[config.mk]
export PLATFORM = sky130hd
export DESIGN_NAME = pmc_top
export DESIGN_NICKNAME = d
export VERILOG_FILES = /design/src/hw/pmc_pkg.sv /design/src/hw/pmc_top.sv
export SDC_FILE = /design/constraint.sdc
export NUM_CORES = 1
export LEC_CHECK = 0
export BUFFER_PORTS_ARGS = -buffer_cell sky130_fd_sc_hd__buf_4
export CAP_MARGIN = 30
export CORE_ASPECT_RATIO = 1.2
export CORE_UTILIZATION = 30
export DETAILED_ROUTE_END_ITERATION = 8
export PLACE_DENSITY_LB_ADDON = 0.25
export SETUP_SLACK_MARGIN = 0.05
export SLEW_MARGIN = 10
export SYNTH_ARGS = -nofsm -noshare
export SYNTH_HDL_FRONTEND = slang
export SYNTH_SLANG_ARGS = --single-unit
[constraint.sdc]
create_clock -name sys_clk -period 5 [get_ports sys_clk]
set_input_delay 1 -clock sys_clk [delete_from_list [all_inputs] [get_ports sys_clk]]
set_output_delay 1 -clock sys_clk [all_outputs]
set_load 0.05 [all_outputs]
[src/hw/pmc_pkg.sv]
// Constants for the power-mode controller: register map, fields, states, timing.
// Assumes a 10 MHz system clock and a 32-bit AXI4-Lite register port.
package pmc_pkg;
    localparam int AXI_AW = 5;
    // Register byte offsets
    localparam logic [4:0] OFS_PWR = 5'h00;
    localparam logic [4:0] OFS_REGM = 5'h04;
    localparam logic [4:0] OFS_WAKE = 5'h08;
    localparam logic [4:0] OFS_PMV = 5'h0c;
    localparam logic [4:0] OFS_PMM = 5'h10;
    localparam logic [4:0] OFS_ANA = 5'h14;
    localparam logic [4:0] OFS_STAT = 5'h18;
    // Field positions
    localparam int IDLE_BIT = 0;
    localparam int HALT_BIT = 1;
    localparam int STOP_CONFIG_BIT_BIT = 0;
    localparam int CLKSRC_BIT = 1;
    // Reset values
    localparam logic [1:0] PWR_RST = 2'h0;
    localparam logic [1:0] REGM_RST = 2'h0;
    localparam logic [15:0] RESET_VECTOR = 16'h0000;
    // Bus responses
    localparam logic [1:0] RESP_OKAY = 2'h0;
    localparam logic [1:0] RESP_SLVERR = 2'h2;
    // Timing
    localparam int CLK_PERIOD_NS = 100;
    localparam int RST_HOLD_NS = 500;
    localparam int RST_HOLD_CYC = (RST_HOLD_NS + CLK_PERIOD_NS - 1) / CLK_PERIOD_NS;
    localparam logic [3:0] RST_LAST = 4'(RST_HOLD_CYC - 1);
    typedef enum logic [2:0] {
        ST_RESET = 3'h0,
        ST_NORMAL = 3'h1,
        ST_IDLE = 3'h2,
        ST_STOP = 3'h3,
        ST_SHUT = 3'h4
    } pmc_state_t;
endpackage

[src/hw/pmc_top.sv]
// Power-mode controller: normal, idle, stop and shutdown sequencing with
// reset hold, wake-up and an AXI4-Lite register port.
// Assumes the core pulses instr_done when an instruction retires and that
// irq_req and internal_rst_req come from logic on sys_clk.
// Operation
// - Idle request halts CPU after instruction
// - Idle keeps state, peripherals keep running
// - Enabled interrupt clears idle bit, resumes
// - Reset ends idle, restarts at 0x0000
// - Halt with stop bit clear enters stop
// - Stop halts oscillator, CPU, digital peripherals
// - Only reset leaves stop, never interrupts
// - Halt with stop bit set enters shutdown
// - Shutdown powers off regulator and analog
// - Shutdown exits on pin or power-on reset
// - Low supply holds device in reset
// - Port match wakes idle or interrupts
// - Reset exit resets PC, selects oscillator
//
// Local design decisions: the AXI4-Lite register port and the address map.
`timescale 1ns/100ps
`default_nettype none
module pmc_top #(
    parameter int IRQ_W = 8,
    parameter int PORT_W = 8,
    parameter int ANA_W = 4
) (
    // Clock and reset
    input wire logic sys_clk,
    input wire logic rstn,
    // AXI4-Lite write
    input wire logic [pmc_pkg::AXI_AW-1:0] s_axi_awaddr,
    input wire logic s_axi_awvalid,
    output logic s_axi_awready,
    input wire logic [31:0] s_axi_wdata,
    input wire logic [3:0] s_axi_wstrb,
    input wire logic s_axi_wvalid,
    output logic s_axi_wready,
    output logic [1:0] s_axi_bresp,
    output logic s_axi_bvalid,
    input wire logic s_axi_bready,
    // AXI4-Lite read
    input wire logic [pmc_pkg::AXI_AW-1:0] s_axi_araddr,
    input wire logic s_axi_arvalid,
    output logic s_axi_arready,
    output logic [31:0] s_axi_rdata,
    output logic [1:0] s_axi_rresp,
    output logic s_axi_rvalid,
    input wire logic s_axi_rready,
    // Core events
    input wire logic instr_done,
    input wire logic [IRQ_W-1:0] irq_req,
    input wire logic internal_rst_req,
    // Pins
    input wire logic ext_rst_pin_n,
    input wire logic supply_ok,
    input wire logic [PORT_W-1:0] port_pins,
    // Power and clock controls
    output logic cpu_run,
    output logic periph_clk_en,
    output logic osc_en,
    output logic regulator_en,
    output logic [ANA_W-1:0] analog_en,
    output logic clk_sel_lpo,
    // Reset and wake
    output logic dev_rst_n,
    output logic pc_reset,
    output logic [15:0] reset_vector,
    output logic irq_wake,
    output logic port_match_irq,
    output pmc_pkg::pmc_state_t mode
);
    import pmc_pkg::*;

    if (IRQ_W < 1 || IRQ_W > 32 || PORT_W < 1 || PORT_W > 32 || ANA_W < 1 || ANA_W > 32) begin : g_chk
        $error("pmc_top: widths must lie in 1..32");
    end

    function automatic logic [31:0] wmask(input logic [31:0] old, input logic [31:0] d,
                                          input logic [3:0] s);
        logic [31:0] r;
        r = old;
        for (int i = 0; i < 4; i++) begin
            if (s[i]) begin
                r[8*i +: 8] = d[8*i +: 8];
            end
        end
        return r;
    endfunction

    // Pin synchronisers; only the second stage is read
    logic [PORT_W+1:0] sync1_r;
    logic [PORT_W+1:0] sync2_r;
    always_ff @(posedge sys_clk) begin
        if (!rstn) begin
            sync1_r <= '0;
            sync2_r <= '0;
        end else begin
            sync1_r <= {ext_rst_pin_n, supply_ok, port_pins};
            sync2_r <= sync1_r;
        end
    end
    logic pin_ok;
    logic sup_ok;
    logic [PORT_W-1:0] pins_s;
    assign pin_ok = sync2_r[PORT_W+1];
    assign sup_ok = sync2_r[PORT_W];
    assign pins_s = sync2_r[PORT_W-1:0];

    // Registers and state
    pmc_state_t state_r, state_nxt;
    logic [3:0] hold_r, hold_nxt;
    logic [1:0] pwr_r, pwr_nxt;
    logic [1:0] regm_r, regm_nxt;
    logic [IRQ_W-1:0] wake_r, wake_nxt;
    logic [PORT_W-1:0] pmv_r, pmv_nxt;
    logic [PORT_W-1:0] pmm_r, pmm_nxt;
    logic [ANA_W-1:0] ana_r, ana_nxt;
    logic miss_r, miss_nxt;

    // Bus state
    logic aw_held_r, aw_held_nxt;
    logic w_held_r, w_held_nxt;
    logic [4:0] awaddr_r, awaddr_nxt;
    logic [31:0] wdata_r, wdata_nxt;
    logic [3:0] wstrb_r, wstrb_nxt;
    logic bvalid_r, bvalid_nxt;
    logic [1:0] bresp_r, bresp_nxt;
    logic rvalid_r, rvalid_nxt;
    logic [31:0] rdata_r, rdata_nxt;
    logic [1:0] rresp_r, rresp_nxt;

    // Outputs
    logic cpu_run_r, cpu_run_nxt;
    logic pclk_r, pclk_nxt;
    logic osc_r, osc_nxt;
    logic reg_en_r, reg_en_nxt;
    logic [ANA_W-1:0] ana_en_r, ana_en_nxt;
    logic lpo_r, lpo_nxt;
    logic drst_n_r, drst_n_nxt;
    logic pcr_r, pcr_nxt;
    logic wkirq_r, wkirq_nxt;
    logic pmirq_r, pmirq_nxt;

    logic rst_any;
    logic miss;
    logic pm_evt;
    logic irq_hit;
    logic wake;
    logic do_wr;

    assign rst_any = !sup_ok || !pin_ok || (internal_rst_req && state_r != ST_SHUT);
    assign miss = |((pins_s ^ pmv_r) & pmm_r);
    assign pm_evt = miss && !miss_r && (state_r == ST_NORMAL || state_r == ST_IDLE);
    assign irq_hit = |(irq_req & wake_r);
    assign wake = irq_hit || pm_evt;
    assign do_wr = aw_held_r && w_held_r && !bvalid_r;

    function automatic logic [31:0] rd_word(input logic [4:0] a, input logic [1:0] p,
                                            input logic [1:0] m, input logic [IRQ_W-1:0] w,
                                            input logic [PORT_W-1:0] v, input logic [PORT_W-1:0] k,
                                            input logic [ANA_W-1:0] n, input pmc_state_t s);
        logic [31:0] r;
        r = '0;
        case (a)
            OFS_PWR: r = 32'(p);
            OFS_REGM: r = 32'(m);
            OFS_WAKE: r = 32'(w);
            OFS_PMV: r = 32'(v);
            OFS_PMM: r = 32'(k);
            OFS_ANA: r = 32'(n);
            OFS_STAT: r = 32'(s);
            default: r = '0;
        endcase
        return r;
    endfunction

    function automatic logic mapped(input logic [4:0] a);
        return a == OFS_PWR || a == OFS_REGM || a == OFS_WAKE || a == OFS_PMV ||
               a == OFS_PMM || a == OFS_ANA || a == OFS_STAT;
    endfunction

    // Bus slave
    always_comb begin
        aw_held_nxt = aw_held_r;
        w_held_nxt = w_held_r;
        awaddr_nxt = awaddr_r;
        wdata_nxt = wdata_r;
        wstrb_nxt = wstrb_r;
        bvalid_nxt = bvalid_r;
        bresp_nxt = bresp_r;
        rvalid_nxt = rvalid_r;
        rdata_nxt = rdata_r;
        rresp_nxt = rresp_r;
        if (s_axi_awvalid && s_axi_awready) begin
            aw_held_nxt = 1'b1;
            awaddr_nxt = s_axi_awaddr;
        end
        if (s_axi_wvalid && s_axi_wready) begin
            w_held_nxt = 1'b1;
            wdata_nxt = s_axi_wdata;
            wstrb_nxt = s_axi_wstrb;
        end
        if (do_wr) begin
            aw_held_nxt = 1'b0;
            w_held_nxt = 1'b0;
            bvalid_nxt = 1'b1;
            bresp_nxt = mapped(awaddr_r) ? RESP_OKAY : RESP_SLVERR;
        end else if (bvalid_r && s_axi_bready) begin
            bvalid_nxt = 1'b0;
        end
        if (s_axi_arvalid && !rvalid_r) begin
            rvalid_nxt = 1'b1;
            rdata_nxt = rd_word(s_axi_araddr, pwr_r, regm_r, wake_r, pmv_r, pmm_r, ana_r, state_r);
            rresp_nxt = mapped(s_axi_araddr) ? RESP_OKAY : RESP_SLVERR;
        end else if (rvalid_r && s_axi_rready) begin
            rvalid_nxt = 1'b0;
        end
    end

    always_ff @(posedge sys_clk) begin
        if (!rstn) begin
            aw_held_r <= 1'b0;
            w_held_r <= 1'b0;
            awaddr_r <= '0;
            wdata_r <= '0;
            wstrb_r <= '0;
            bvalid_r <= 1'b0;
            bresp_r <= RESP_OKAY;
            rvalid_r <= 1'b0;
            rdata_r <= '0;
            rresp_r <= RESP_OKAY;
        end else begin
            aw_held_r <= aw_held_nxt;
            w_held_r <= w_held_nxt;
            awaddr_r <= awaddr_nxt;
            wdata_r <= wdata_nxt;
            wstrb_r <= wstrb_nxt;
            bvalid_r <= bvalid_nxt;
            bresp_r <= bresp_nxt;
            rvalid_r <= rvalid_nxt;
            rdata_r <= rdata_nxt;
            rresp_r <= rresp_nxt;
        end
    end

    // Mode sequencer and control registers
    always_comb begin
        state_nxt = state_r;
        hold_nxt = hold_r;
        pwr_nxt = pwr_r;
        regm_nxt = regm_r;
        wake_nxt = wake_r;
        pmv_nxt = pmv_r;
        pmm_nxt = pmm_r;
        ana_nxt = ana_r;
        miss_nxt = miss;
        pcr_nxt = 1'b0;
        wkirq_nxt = 1'b0;
        pmirq_nxt = pm_evt;
        if (do_wr) begin
            case (awaddr_r)
                OFS_PWR: pwr_nxt = 2'(wmask(32'(pwr_r), wdata_r, wstrb_r));
                OFS_REGM: regm_nxt = 2'(wmask(32'(regm_r), wdata_r, wstrb_r));
                OFS_WAKE: wake_nxt = IRQ_W'(wmask(32'(wake_r), wdata_r, wstrb_r));
                OFS_PMV: pmv_nxt = PORT_W'(wmask(32'(pmv_r), wdata_r, wstrb_r));
                OFS_PMM: pmm_nxt = PORT_W'(wmask(32'(pmm_r), wdata_r, wstrb_r));
                OFS_ANA: ana_nxt = ANA_W'(wmask(32'(ana_r), wdata_r, wstrb_r));
                default: ;
            endcase
        end
        if (rst_any) begin
            // reset sequence from any mode, stop and shutdown included; internal reset is ignored in shutdown
            state_nxt = ST_RESET;
            hold_nxt = '0;
        end else begin
            case (state_r)
                ST_RESET: begin
                    if (hold_r == RST_LAST) begin
                        state_nxt = ST_NORMAL;
                        pcr_nxt = 1'b1;
                    end else begin
                        hold_nxt = hold_r + 4'h1;
                    end
                end
                ST_NORMAL: begin
                    if (instr_done && pwr_r[HALT_BIT]) begin
                        // stop or shutdown by config bit
                        state_nxt = regm_r[STOP_CONFIG_BIT_BIT] ? ST_SHUT : ST_STOP;
                    end else if (instr_done && pwr_r[IDLE_BIT]) begin
                        state_nxt = ST_IDLE;
                    end
                end
                ST_IDLE: begin
                    if (wake) begin
                        state_nxt = ST_NORMAL;
                        pwr_nxt[IDLE_BIT] = 1'b0;
                        wkirq_nxt = 1'b1;
                    end
                end
                ST_STOP: state_nxt = ST_STOP;
                ST_SHUT: state_nxt = ST_SHUT;
                default: state_nxt = ST_RESET;
            endcase
        end
        // Control bits return to defaults while reset is held; memory outside is untouched
        if (state_r == ST_RESET) begin
            pwr_nxt = PWR_RST;
            regm_nxt = REGM_RST;
            wake_nxt = '0;
            pmv_nxt = '0;
            pmm_nxt = '0;
            ana_nxt = '0;
        end
    end

    // Output decode from the next state so controls and mode change on one edge
    always_comb begin
        // peripherals run in idle, CPU halted
        cpu_run_nxt = state_nxt == ST_NORMAL;
        pclk_nxt = state_nxt == ST_NORMAL || state_nxt == ST_IDLE;
        // oscillator stops in stop and shutdown
        osc_nxt = !(state_nxt == ST_STOP || state_nxt == ST_SHUT);
        // regulator and analog off in shutdown
        reg_en_nxt = state_nxt != ST_SHUT;
        ana_en_nxt = (state_nxt == ST_SHUT) ? '0 : ana_nxt;
        // internal oscillator unless software moved it
        lpo_nxt = !regm_nxt[CLKSRC_BIT];
        drst_n_nxt = state_nxt != ST_RESET;
    end

    always_ff @(posedge sys_clk) begin
        if (!rstn) begin
            state_r <= ST_RESET;
            hold_r <= '0;
            pwr_r <= PWR_RST;
            regm_r <= REGM_RST;
            wake_r <= '0;
            pmv_r <= '0;
            pmm_r <= '0;
            ana_r <= '0;
            miss_r <= 1'b0;
            pcr_r <= 1'b0;
            wkirq_r <= 1'b0;
            pmirq_r <= 1'b0;
            cpu_run_r <= 1'b0;
            pclk_r <= 1'b0;
            osc_r <= 1'b1;
            reg_en_r <= 1'b1;
            ana_en_r <= '0;
            lpo_r <= 1'b1;
            drst_n_r <= 1'b0;
        end else begin
            state_r <= state_nxt;
            hold_r <= hold_nxt;
            pwr_r <= pwr_nxt;
            regm_r <= regm_nxt;
            wake_r <= wake_nxt;
            pmv_r <= pmv_nxt;
            pmm_r <= pmm_nxt;
            ana_r <= ana_nxt;
            miss_r <= miss_nxt;
            pcr_r <= pcr_nxt;
            wkirq_r <= wkirq_nxt;
            pmirq_r <= pmirq_nxt;
            cpu_run_r <= cpu_run_nxt;
            pclk_r <= pclk_nxt;
            osc_r <= osc_nxt;
            reg_en_r <= reg_en_nxt;
            ana_en_r <= ana_en_nxt;
            lpo_r <= lpo_nxt;
            drst_n_r <= drst_n_nxt;
        end
    end

    assign s_axi_awready = !aw_held_r && !bvalid_r;
    assign s_axi_wready = !w_held_r && !bvalid_r;
    assign s_axi_bvalid = bvalid_r;
    assign s_axi_bresp = bresp_r;
    assign s_axi_arready = !rvalid_r;
    assign s_axi_rvalid = rvalid_r;
    assign s_axi_rdata = rdata_r;
    assign s_axi_rresp = rresp_r;
    assign cpu_run = cpu_run_r;
    assign periph_clk_en = pclk_r;
    assign osc_en = osc_r;
    assign regulator_en = reg_en_r;
    assign analog_en = ana_en_r;
    assign clk_sel_lpo = lpo_r;
    assign dev_rst_n = drst_n_r;
    assign pc_reset = pcr_r;
    assign reset_vector = RESET_VECTOR;
    assign irq_wake = wkirq_r;
    assign port_match_irq = pmirq_r;
    assign mode = state_r;
endmodule
`default_nettype wire
==> flow_summary.ini <==
[timing]
fin_tns_setup_ns = 0
worst_pin_slew_ns = 0.681
final_max_slew_viol_count = 0
rsz0062_at_grt = false
period_share = 0.484
hold_ws_ns = 0.434
relSlewSlack = 0.543
finalHoldViolCount = 0
finalCriticalPeriod_ns = 2.42
fmax_mhz = 413
finalSetupViolCount = 0
clock_skew_ns = 0.00564

[floorplanning]
coreArea_um2 = 14400
ioPinCount = 146
die_area_um2 = 15200
die_h_um = 135
initial_core_util = 0.307
rows = 48
chipWidth_um = 113

[route]
wl_per_cell_um = 13.9
first_iter_violations = 102
drt.antenna.violating_nets = 0
first_pass_iters = 4
route.detailed.drc = 0
routed_wirelength_um = 9950
post_drt_via_cell_ratio = 4.48
num_vias = 3200

[clock_network]
ctsHoldBuffers = 0
path_clk_slew_ns = 0.07
htree_levels = 3
cts_tree = yes
postCtsSetupBuffers = 0
clk_latency_ns = 0.34
clock-root-buffer = clkbuf_16
cts_resized = 0
clock_sinks = 101
clk_path_buf_depth = 2
numCtsBuffers = 9

[logic_synthesis]
yosysSeqAreaShare = 0.457
synth_edf_count = 0
syn_inst = 466
yosysUniqueCellTypes = 53
synthesis.area_um2 = 4430
ys.warnings.count = 0
synthArstFlopShare = 0
avgSynthCellArea_um2 = 9.50
synth_seq_cells = 101
yosys_most_used_dff = dfxtp_1

[power_and_ir_drop]
p_per_area_nw_per_um2 = 331
p_leak_nw = 2.22
ir_drop_mv = 0.227

[global_route]
overflow = 0
grt_pass1_vias = 3114
grt_max_degree = 53
grt_pass1_wl_um = 16000
antenna_found_initial = 0
track_usage = 0.136

[worst_setup_path]
cp-end-kind = register
crit_type = in2reg
cp-start-kind = primary input
required_ns = 5.23
crit_path_max_incr_delay_ns = 0.37
cp.arrival_ns = 2.65
slowest_stage = a221oi_1
crit_chain = buf_4 > a22oi_2 > nand4_1 > a221oi_1 > a21bo_2 > nor3b_1 > mux2_1
timing.critical_path.fanout_max = 4

[place]
io_buffers = 76
gp_congestion = 0.806
hpwl_um = 7380

[cells_and_area]
final_cell_mix = dfxtp_1 (101), buf_4 (77), nor2_1 (55)
drive_above_1_share = 0.208
final_common_cell = dfxtp_1
area_growth_pct = 20.3
fill_cells = 1458
antennaDiodeCount = 0
nets = 609

[outcome]
status = complete, no violations

[hold_path]
hp-class = reg2reg

[run]
maxCapViolations = 0
==> metal layers <==
metal / GRT usage / part of all wire / vias to the layer above
met4: 0.0482 / 0.018 / 0
met2: 0.234 / 0.50 / 85
li1: - / - / 1618
met5: 0 / 0 / -
met1: 0.166 / 0.45 / 1484
met3: 0.0341 / 0.038 / 13
==> area by class of cell <==
type                    count  area (um2)  area share
multi-input cells         334        2120       0.398
repair buffers             78         606       0.114
clock inverters             7        97.6      0.0183
inverters                  10        37.5     0.00705
flip-flops and latches    101        2020       0.380
well taps                 175         219      0.0411
clock buffers               9         225      0.0423
==> state kept, by name (all words and copies together) (netlist names), 5 cells and up <==
signal and flops:
pmm_r 8, awaddr_r 5, pmv_r 8, sync1_r 10
wdata_r 8, s_axi_rdata 8, sync2_r 10, wake_r 8
==> synthesized netlist by cell type (all sizes together) (2+ instances only) <==
cell      n  share of area
nand2    37          0.031
inv      10         0.0085
a31oi     4         0.0057
nor2     56          0.048
nor3b     6          0.011
a21boi   10          0.017
nor2b    11          0.016
a32oi     2         0.0040
mux2      7          0.018
nor3      3         0.0045
nand4     3         0.0042
clkbuf   14          0.012
ha        2         0.0057
a21o      3         0.0051
mux4      2          0.010
a22oi    12          0.024
buf      48          0.079
nand3b    2         0.0034
mux2i    41          0.093
a21oi    10          0.011
o21ai     9          0.010
nand2b    6         0.0085
and2     28          0.040
and3b     2         0.0040
nand3     4         0.0045
or2       2         0.0028
dfxtp   101           0.46
xnor2     2         0.0040
xor2     10          0.020
and3      4         0.0057
==> where the power goes <==
part	switching [mW]	leakage, nW	internal, mW	total, mW
clock	0.309	0.152	0.441	0.751
sequential	0.0165	0.821	0.823	0.840
combinational	0.124	1.25	0.0507	0.175
==> per-stage QoR <==
step	total power [mW]	cell area, um2	cells	util	worst slack (ns)
2_1_floorplan	1.01	4580	507	-	2.63
3_3_place_gp	1.03	4970	697	0.345	2.18
3_5_place_dp	1.03	5000	698	0.347	2.21
4_1_cts	1.79	5330	714	0.369	2.57
5_1_grt	1.84	5330	714	0.369	2.52
6_report	1.76	5330	714	0.369	2.58
==> path summary, 6_finish.rpt <==
| check | start | to | slack, ns | cells after the start |
|---|---|---|---|---|
| hold / removal | sync1_r[0] | sync2_r[0] | 0.43 | 1 |
| hold reg to reg | sync1_r[0] | sync2_r[0] | 0.43 | 1 |
| setup reg to reg | wake_r[2] | periph_clk_en | 2.99 | 6 |
| setup / recovery | irq_req[4] | periph_clk_en | 2.58 | 7 |
==> critical path, delay by kind of cell <==
family                 cells  cell delay [ns]
AO/OA/AOI/OAI              3             0.84
AND/OR/NAND/NOR            2             0.41
buffers and inverters      1             0.11
multiplexers               1             0.29
==> cells by family after synthesis <==
family          count (synthesis)  synth area share
other cells                     1          0.000847
flops                         101             0.457
xor+xnor                       12            0.0237
buf+inv                        72            0.0995
fa+ha+maj                       2           0.00565
mux                            50             0.121
compound gates                 60             0.101
simple gates                  168             0.192
Note: power is estimated with default switching activity, not from simulation.
